**config.mk**
```make
export PLATFORM = sky130hd
export DESIGN_NAME = window_watchdog_reset_out
export DESIGN_NICKNAME = d
export VERILOG_FILES = /design/src/wdog_pkg.sv /design/src/tick_if.sv /design/src/wdog_timebase.sv /design/src/window_watchdog_reset_out.sv
export SDC_FILE = /design/constraint.sdc
export NUM_CORES = 1
export LEC_CHECK = 0
export ABC_AREA = 1
export ABC_CLOCK_PERIOD_IN_PS = 4600
export BUFFER_PORTS_ARGS = -buffer_cell sky130_fd_sc_hd__buf_2
export CORE_MARGIN = 1
export CORE_UTILIZATION = 65
export DETAILED_ROUTE_END_ITERATION = 16
export PLACE_DENSITY = 0.78
export SYNTH_ARGS = -nofsm -noshare
export SYNTH_HDL_FRONTEND = slang
export SYNTH_SLANG_ARGS = --single-unit
```
**constraint.sdc**
```tcl
create_clock -name clock -period 4.6 [get_ports clock]
set_input_delay 0.92 -clock clock [delete_from_list [all_inputs] [get_ports clock]]
set_output_delay 0.92 -clock clock [all_outputs]
set_load 0.01 [all_outputs]
```
**src/wdog_pkg.sv**
```systemverilog
// constants for the watchdog and reset output block
package wdog_pkg;
	localparam int unsigned CLK_HZ                  = 50_000_000;
	localparam int unsigned CLK_PERIOD_NS           = 20;
	// timing figures in their own units
	localparam int unsigned RESET_DELAY_US          = 8500;
	localparam int unsigned TRIGGER_WINDOW_MS       = 48;
	localparam int unsigned RESET_REACTION_MAX_US   = 33;
	localparam int unsigned TIMEOUT_LOW_US          = 1000;
	localparam int unsigned IGNORE_WINDOW_US        = 100000;
	localparam int unsigned DISABLE_FILTER_US       = 1000;
	// time base tick of the internal oscillator, microseconds
	localparam int unsigned TICK_US                 = 1;
	localparam int unsigned TICK_CYCLES             = TICK_US * 1000 / CLK_PERIOD_NS;
	// counts in ticks; least times round up, longest rounds down
	localparam int unsigned RESET_DELAY_TICKS       = (RESET_DELAY_US + TICK_US - 1) / TICK_US;
	localparam int unsigned TRIGGER_WINDOW_TICKS    = TRIGGER_WINDOW_MS * 1000 / TICK_US;
	localparam int unsigned TIMEOUT_LOW_TICKS       = (TIMEOUT_LOW_US + TICK_US - 1) / TICK_US;
	localparam int unsigned IGNORE_WINDOW_TICKS     = (IGNORE_WINDOW_US + TICK_US - 1) / TICK_US;
	localparam int unsigned DISABLE_FILTER_TICKS    = (DISABLE_FILTER_US + TICK_US - 1) / TICK_US;
	// supply-loss reaction: cycles, rounded down, at least one
	localparam int unsigned REACTION_CYCLES_RAW     = RESET_REACTION_MAX_US * 1000 / CLK_PERIOD_NS;
	localparam int unsigned REACTION_CYCLES         = (REACTION_CYCLES_RAW < 1) ? 1 : REACTION_CYCLES_RAW;
	localparam int unsigned TICK_W                  = 24;
endpackage : wdog_pkg

```
**src/tick_if.sv**
```systemverilog
// time base tick carrier between the oscillator divider and the watchdog
`timescale 1ns/1ns
interface tick_if;
	logic tick;
	modport src (output tick);
	modport dst (input tick);
endinterface : tick_if

```
**src/wdog_timebase.sv**
```systemverilog
// internal oscillator time base: one-cycle tick every TICK_CYCLES clocks
`timescale 1ns/1ns
module wdog_timebase #(
	parameter int unsigned DIV = wdog_pkg::TICK_CYCLES
) (
	// clock and reset
	input  wire logic clock,
	input  wire logic rst,
	// tick out
	tick_if.src       tb
);
	localparam int unsigned W = (DIV > 1) ? $clog2(DIV) : 1;

	initial begin
		if (DIV < 1) $error("timebase divider must be at least one");
	end

	logic [W-1:0] cnt_q;
	logic [W-1:0] cnt_d;
	logic         tick_q;
	logic         tick_d;

	// free-running divider, independent of any processor clock
	always_comb begin
		if (cnt_q == W'(DIV - 1)) begin
			cnt_d  = '0;
			tick_d = 1'b1;
		end else begin
			cnt_d  = cnt_q + W'(1);
			tick_d = 1'b0;
		end
	end

	always_ff @(posedge clock) begin
		if (rst) begin
			cnt_q  <= '0;
			tick_q <= 1'b0;
		end else begin
			cnt_q  <= cnt_d;
			tick_q <= tick_d;
		end
	end

	assign tb.tick = tick_q;
endmodule : wdog_timebase

```
**src/window_watchdog_reset_out.sv**
```systemverilog
// watchdog with combined active-low reset and watchdog output
`timescale 1ns/1ns
module window_watchdog_reset_out #(
	parameter int unsigned RESET_DELAY_TICKS    = wdog_pkg::RESET_DELAY_TICKS,
	parameter int unsigned TRIGGER_WINDOW_TICKS = wdog_pkg::TRIGGER_WINDOW_TICKS,
	parameter int unsigned TIMEOUT_LOW_TICKS    = wdog_pkg::TIMEOUT_LOW_TICKS,
	parameter int unsigned IGNORE_WINDOW_TICKS  = wdog_pkg::IGNORE_WINDOW_TICKS,
	parameter int unsigned DISABLE_FILTER_TICKS = wdog_pkg::DISABLE_FILTER_TICKS,
	parameter int unsigned TICK_CYCLES          = wdog_pkg::TICK_CYCLES
) (
	// clock and reset
	input  wire logic clock,
	input  wire logic rst,
	// supply supervisor and analog detector levels
	input  wire logic supply_ok,
	input  wire logic disable_level,
	input  wire logic low_current_load,
	// trigger from the processor
	input  wire logic wdog_trigger_in,
	// combined open-drain output, enable low while pulling low
	output logic      reset_wdog_out_n,
	output logic      reset_wdog_oe_n,
	// status
	output logic      wdog_disabled
);
	// one counter width serves every window and the filter
	localparam int unsigned W = wdog_pkg::TICK_W;

	// elaboration checks: every time is at least one tick and fits the counter
	initial begin
		if (TICK_CYCLES < 1)
			$error("time base divider must be at least one clock");
		if (RESET_DELAY_TICKS < 1)
			$error("reset delay must be at least one tick");
		if (TRIGGER_WINDOW_TICKS < 1)
			$error("trigger window must be at least one tick");
		if (TIMEOUT_LOW_TICKS < 1)
			$error("timeout low time must be at least one tick");
		if (IGNORE_WINDOW_TICKS < 1)
			$error("ignore window must be at least one tick");
		if (DISABLE_FILTER_TICKS < 1)
			$error("disable filter time must be at least one tick");
		if (RESET_DELAY_TICKS >= (1 << W))
			$error("reset delay exceeds counter width");
		if (TRIGGER_WINDOW_TICKS >= (1 << W))
			$error("trigger window exceeds counter width");
		if (TIMEOUT_LOW_TICKS >= (1 << W))
			$error("timeout low time exceeds counter width");
		if (IGNORE_WINDOW_TICKS >= (1 << W))
			$error("ignore window exceeds counter width");
		if (DISABLE_FILTER_TICKS >= (1 << W))
			$error("disable filter time exceeds counter width");
	end

	// states of the main sequence:
	// por      - output low while the supply is bad or the reset delay runs
	// ignore   - output high, triggers not required
	// trigger  - output high, a falling edge must arrive before the window ends
	// low      - timeout pulse on the output
	// dis_low  - disabled while the timeout pulse is still being served
	// disabled - output high, no trigger required
	typedef enum logic [2:0] {
		ST_POR,
		ST_IGNORE,
		ST_TRIGGER,
		ST_TIMEOUT_LOW,
		ST_DIS_LOW,
		ST_DISABLED
	} wd_state_e;

	// carrier for the time base pulse
	tick_if tb_if ();

	// internal oscillator time base
	wdog_timebase #(
		.DIV   (TICK_CYCLES)
	) u_timebase (
		.clock (clock),
		.rst   (rst),
		.tb    (tb_if.src)
	);

	// one-cycle time base pulse; windows count it, never a processor clock
	wire logic tick = tb_if.tick;

	// input registers; inputs are synchronous so one stage suffices
	logic trig_q;
	logic trig_d;
	logic trig_prev_q;
	logic trig_prev_d;
	logic dis_q;
	logic dis_d;
	logic lcl_q;
	logic lcl_d;
	logic sup_q;
	logic sup_d;

	// next values of the input stage
	always_comb begin
		trig_d      = wdog_trigger_in;
		trig_prev_d = trig_q;
		dis_d       = disable_level;
		lcl_d       = low_current_load;
		sup_d       = supply_ok;
	end

	// trigger history resets high, the pin's idle level, so no false edge follows
	always_ff @(posedge clock) begin
		if (rst) begin
			trig_q      <= 1'b1;
			trig_prev_q <= 1'b1;
			dis_q       <= 1'b0;
			lcl_q       <= 1'b0;
			sup_q       <= 1'b0;
		end else begin
			trig_q      <= trig_d;
			trig_prev_q <= trig_prev_d;
			dis_q       <= dis_d;
			lcl_q       <= lcl_d;
			sup_q       <= sup_d;
		end
	end

	// only a high-to-low step is a trigger; a held level is not
	// the edge is seen one clock after the pin falls
	wire logic fall = trig_prev_q & ~trig_q;

	// disable filter: level must stay high through DISABLE_FILTER_TICKS time base ticks
	logic [W-1:0] filt_q;
	logic [W-1:0] filt_d;
	logic         dis_ok_q;
	logic         dis_ok_d;

	always_comb begin
		filt_d   = filt_q;
		dis_ok_d = dis_ok_q;
		// any drop of the level restarts the dead time
		if (!dis_q) begin
			filt_d   = '0;
			dis_ok_d = 1'b0;
		// counts time base ticks, so the dead time can fall up to one tick short
		end else if (!dis_ok_q && tick) begin
			if (filt_q == W'(DISABLE_FILTER_TICKS - 1)) begin
				dis_ok_d = 1'b1;
			end else begin
				filt_d = filt_q + W'(1);
			end
		end
	end

	// filter registers
	always_ff @(posedge clock) begin
		if (rst) begin
			filt_q   <= '0;
			dis_ok_q <= 1'b0;
		end else begin
			filt_q   <= filt_d;
			dis_ok_q <= dis_ok_d;
		end
	end

	// main sequence; the shared counter restarts on every state change except low to dis_low
	wd_state_e    st_q;
	wd_state_e    st_d;
	logic [W-1:0] cnt_q;
	logic [W-1:0] cnt_d;
	logic         out_q;
	logic         out_d;
	// the two low requests that share the output pin
	logic         por_req;
	logic         wd_req;

	// end-of-time decodes on the shared counter, true on the last tick only
	logic         por_end;
	logic         ign_end;
	logic         win_end;
	logic         low_end;

	always_comb begin
		por_end = tick && (cnt_q == W'(RESET_DELAY_TICKS - 1));
		ign_end = tick && (cnt_q == W'(IGNORE_WINDOW_TICKS - 1));
		win_end = tick && (cnt_q == W'(TRIGGER_WINDOW_TICKS - 1));
		low_end = tick && (cnt_q == W'(TIMEOUT_LOW_TICKS - 1));
	end

	// next state, counter and output
	always_comb begin
		st_d  = st_q;
		cnt_d = cnt_q;
		// time advances on the time base pulse only
		if (tick) cnt_d = cnt_q + W'(1);
		case (st_q)
			ST_POR: begin
				// the delay counts only while the supply is good
				if (!sup_q) begin
					cnt_d = '0;
				end else if (por_end) begin
					st_d  = ST_IGNORE;
					cnt_d = '0;
				end
			end
			ST_IGNORE: begin
				// triggers are not required here, so edges are not looked at
				if (dis_ok_q) begin
					st_d  = ST_DISABLED;
					cnt_d = '0;
				end else if (ign_end) begin
					st_d  = ST_TRIGGER;
					cnt_d = '0;
				end
			end
			ST_TRIGGER: begin
				// disable wins over a trigger in the same cycle
				if (dis_ok_q) begin
					st_d  = ST_DISABLED;
					cnt_d = '0;
				end else if (fall) begin
					cnt_d = '0;
				end else if (win_end) begin
					st_d  = ST_TIMEOUT_LOW;
					cnt_d = '0;
				end
			end
			ST_TIMEOUT_LOW: begin
				// the counter keeps running if disable arrives mid-pulse
				if (dis_ok_q) begin
					st_d = ST_DIS_LOW;
				end else if (low_end) begin
					st_d  = ST_IGNORE;
					cnt_d = '0;
				end
			end
			ST_DIS_LOW: begin
				// low time ends early if the load condition ends first
				if (!lcl_q || low_end) begin
					st_d  = ST_DISABLED;
					cnt_d = '0;
				end
			end
			ST_DISABLED: begin
				// counter held clear so leaving starts a fresh ignore window
				cnt_d = '0;
				if (!dis_ok_q) begin
					st_d = ST_IGNORE;
				end
			end
			default: begin
				// unused codes fall back to the reset delay
				st_d  = ST_POR;
				cnt_d = '0;
			end
		endcase
		// supply loss overrides everything and restarts the reset delay
		if (!sup_q) begin
			st_d  = ST_POR;
			cnt_d = '0;
		end
		// combined output: low while the reset logic or the watchdog asks for it
		por_req = (st_d == ST_POR);
		wd_req  = (st_d == ST_TIMEOUT_LOW) || (st_d == ST_DIS_LOW);
		out_d   = !(por_req || wd_req);
	end

	// state, counter and output registers
	always_ff @(posedge clock) begin
		if (rst) begin
			st_q  <= ST_POR;
			cnt_q <= '0;
			out_q <= 1'b0;
		end else begin
			st_q  <= st_d;
			cnt_q <= cnt_d;
			out_q <= out_d;
		end
	end

	// open drain: enable low while pulling the pin low; the pull-up makes
	// the high level, so level and enable come from the same register
	assign reset_wdog_out_n = out_q;
	assign reset_wdog_oe_n  = out_q;
	assign wdog_disabled    = (st_q == ST_DISABLED) || (st_q == ST_DIS_LOW);
endmodule : window_watchdog_reset_out

```
==> summary.md <==
| Metric | Value |
|---|---|
| Status | finished, final reports clean |
| Post-CTS sizing | 0 |
| Io pins | 9 |
| Initial Util | just under 70% |
| Most frequent cell after synthesis | nand2_1 |
| Total CTS buffers | 9 |
| Row count | 27 |
| Post-DP HPWL | around 6000 um |
| Gpl congestion | a little over 0.9 |
| Clk_lat worst skew | approximately 340 ps |
| Met3 Usage GRT | 4.419% |
| Reg2reg path depth | 8 |
| Post-Place Cells | 647 |
| Critical path class | reg2reg |
| Worst Skew | between 9 and 10 ps |
| Worst endpoint required time | between 4000 and 5000 ps |
| FILL cells | roughly 510 |
| Minimum clock period | between 2000 and 2500 ps |
| Core box area | roughly 5600 um^2 |
| HP Class | reg2reg |
| Vias/cell | between 5 and 6 |
| Setup crit start | filt_q[0] |
| Final worst path period share | a little under half |
| Top cells by area, synth | dfxtp_1 34%, nand2_1 15%, nor2_1 9.7%, inv_1 7.2%, xor2_1 6.7% |
| Final hold violation count | 0 |
| Number of synthesized flops with an enable pin | 0 |
| CP Max Fanout | 25 |
| Syn. warnings | 0 |
| Global-route wire length before repair | ~14000 um |
| Gr busiest metal | met2 |
| Buffers on Ports | 8 |
| Endpoints failing setup | 0 |
| GRT Overall Usage | between 20% and 30% |
| FF-to-FF setup slack | around 2400 ps |
| Area of the multi-input gates | 2110 um^2 |
| Setup crit end kind | flop |
| Largest stage delay, worst path | ~380 ps |
| Via count | roughly 3600 |
| Fin cells | around 660 |
| Root buffer cell | clkbuf_8 |
| Pin count of the biggest net entering global routing | 26 |
| Sink Count | 65 |
| Crit Reg-Reg Endpoint | filt_q[7] |
| Top cell type's share of synthesized area | between 30% and 40% |
| Initial antenna violation count | 0 |
| DR WL/cell | 12.28 um |
| Residual DRC | 0 |
| Number of H-tree levels | 3 |
| CTS tree | done |
| Syn_area_per_cell | around 6.5 um^2 |
| Worst Path Arrival | 2380 ps |
| Slew Viols, Final | 0 |
| Max-capacitance violation count | 0 |
| Number of library cell types mapped by synthesis | 31 |
| Slew headroom | 52.03% |
| Setup TNS | 0 ps |
| Post-Syn Area | roughly 3800 um^2 |
| Main synth FF type | dfxtp_1 |
| Syn Nets | between 500 and 600 |
| Inserted Diodes | 0 |
| Routed WL | between 8000 and 9000 um |
| RSZ-0062 raised after global routing | no |
| CTS max path bufs | 2 |
| Die area | 6156 um^2 |
| Number of global-route vias before repair | 3394 |
| GR Util met2 | between 50% and 60% |
| Final ANT Viol Nets | 0 |
| Die H | slightly below 80 um |
| Worst Setup EP | filt_q[7] |
| Fraction of layout cells with a size suffix above 1 | under 10% |
| Slew @ Worst Pin | roughly 720 ps |
| Final Net Count | ~600 |
| Flops & latches, synth | 65 |
| Ys async rst share | 0% |
| Die W | between 70 and 80 um |
| Total power per unit cell area | roughly 260 nW/um^2 |
| CP max-delay cell | dfxtp_1 |
| Gate Count Post-Synth | around 580 |
| Critical R2R Launch | filt_q[0] |
| DRT Pass-1 Iters | 5 |
| Met1 track demand over resource | between 30 and 40% |
| Synth area leader | dfxtp_1 |
| CTS clk-pin slew, worst paths | about 80 ps |
| P_leak | around 1.6 nW |
| Worst path cell trace | ha_1, nand3_1, nor4_1, nand4_1, nand2_2, inv_2, o21ai_0, a21oi_1 |
| CTS Hold Bufs | 0 |
| VDD IR max | between 0.0002 and 0.00025 V |
| Crit path launch type | flop |
| Seq/Total Area, Yosys | ~34% |
| Max frequency | around 460 MHz |
| Synth top cells by count | 147 x nand2_1, 98 x nor2_1, 73 x inv_1, 65 x dfxtp_1, 32 x nand3_1 |
| Detailed Route Iter0 Violations | approximately 200 |
| Overflow after GRT | 0 |
| Area delta synth->final | 5.762% |
| Post-CTS setup buffers | 0 |
| Flip-flop and latch area | around 1300 um^2 |
final cells by class:
| cell class | instances | share of cell area [%] |
|---|---|---|
| multi-input combinational | 426 | 52.49 |
| sequential | 65 | 32.38 |
| clock buffer | 11 | 3.269 |
| timing repair buffer | 8 | 0.9963 |
| inverter | 76 | 7.223 |
| clock inverter | 5 | 1.401 |
| tap | 72 | 2.242 |
registers in the layout, summed over array words and instances (netlist names):
| signal | flops |
|---|---|
| cnt_q | 24 |
| filt_q | 24 |
| u_timebase.cnt_q | 6 |
| st_q | 3 |
| dis_ok_q | 1 |
| dis_q | 1 |
| lcl_q | 1 |
| reset_wdog_oe_n | 1 |
| sup_q | 1 |
| trig_prev_d | 1 |
| trig_prev_q | 1 |
| u_timebase.tb.tick | 1 |
worst min path at each step:
stage | startpoint | to | slack, ps | cells after the start
6_report | trig_prev_d | trig_prev_q | 430 | 2
3_3_place_gp | trig_prev_d | trig_prev_q | 410 | 2
3_5_place_dp | trig_prev_d | trig_prev_q | 410 | 2
2_1_floorplan | trig_prev_d | trig_prev_q | 390 | 2
5_1_grt | trig_prev_d | trig_prev_q | 480 | 2
4_1_cts | trig_prev_d | trig_prev_q | 420 | 2
metrics by stage:
| stage | setup slack [ps] | hold WS (ps) | instance area (um^2) | total power, mW | utilization [%] |
|---|---|---|---|---|---|
| 2_1_floorplan | 2707 | 391.5 | 3800 | 0.5969 | - |
| 3_3_place_gp | 2404 | 412.5 | 3831 | 0.6006 | 68.73 |
| 3_5_place_dp | 2342 | 414.0 | 3831 | 0.6010 | 68.73 |
| 4_1_cts | 2400 | 423.8 | 4019 | 1.071 | 72.10 |
| 5_1_grt | 2162 | 478.9 | 4019 | 1.108 | 72.10 |
| 6_report | 2410 | 425.3 | 4019 | 1.065 | 72.10 |
cell families after synthesis:
| kind of cell | Yosys count | synth area share, % |
|---|---|---|
| and+or+nand+nor | 342 | 40.20 |
| AOI/OAI and AO/OA | 46 | 6.157 |
| buffers and inverters | 90 | 10.24 |
| adders and majority gates | 4 | 1.317 |
| xor gates and xnor gates | 34 | 7.837 |
| DFF | 65 | 34.24 |
cell usage in the layout, fill, tap and decap left out, types with 8 or more instances in the layout:
cell type and count:
nand2_1 147, nor2_1 98, inv_1 73, dfxtp_1 65, nand3_1 32, a21oi_1 30
xor2_1 29, nand4_1 18, nor3_1 17, o21ai_0 13, clkbuf_8 9, buf_2 8
worst max-delay path, delay by kind of cell (launching register included):
kind            cells  cell delay, ps
flops               1             380
fa+ha+maj           1             270
compound gates      2             220
simple gates        4             890
buf+inv             1             270
report_power, final:
part,switching [mW],internal [mW]
combinational,0.0122,0.00575
sequential,0.00317,0.567
clock,0.227,0.250
per-layer routing:
metal | vias up | share of wire (%)
li1 | 1842 | -
met1 | 1620 | 44
met2 | 82 | 50
met3 | 22 | 3.5
met4 | 0 | 2.9
met5 | - | 0
(Power assumes the default switching activity.)
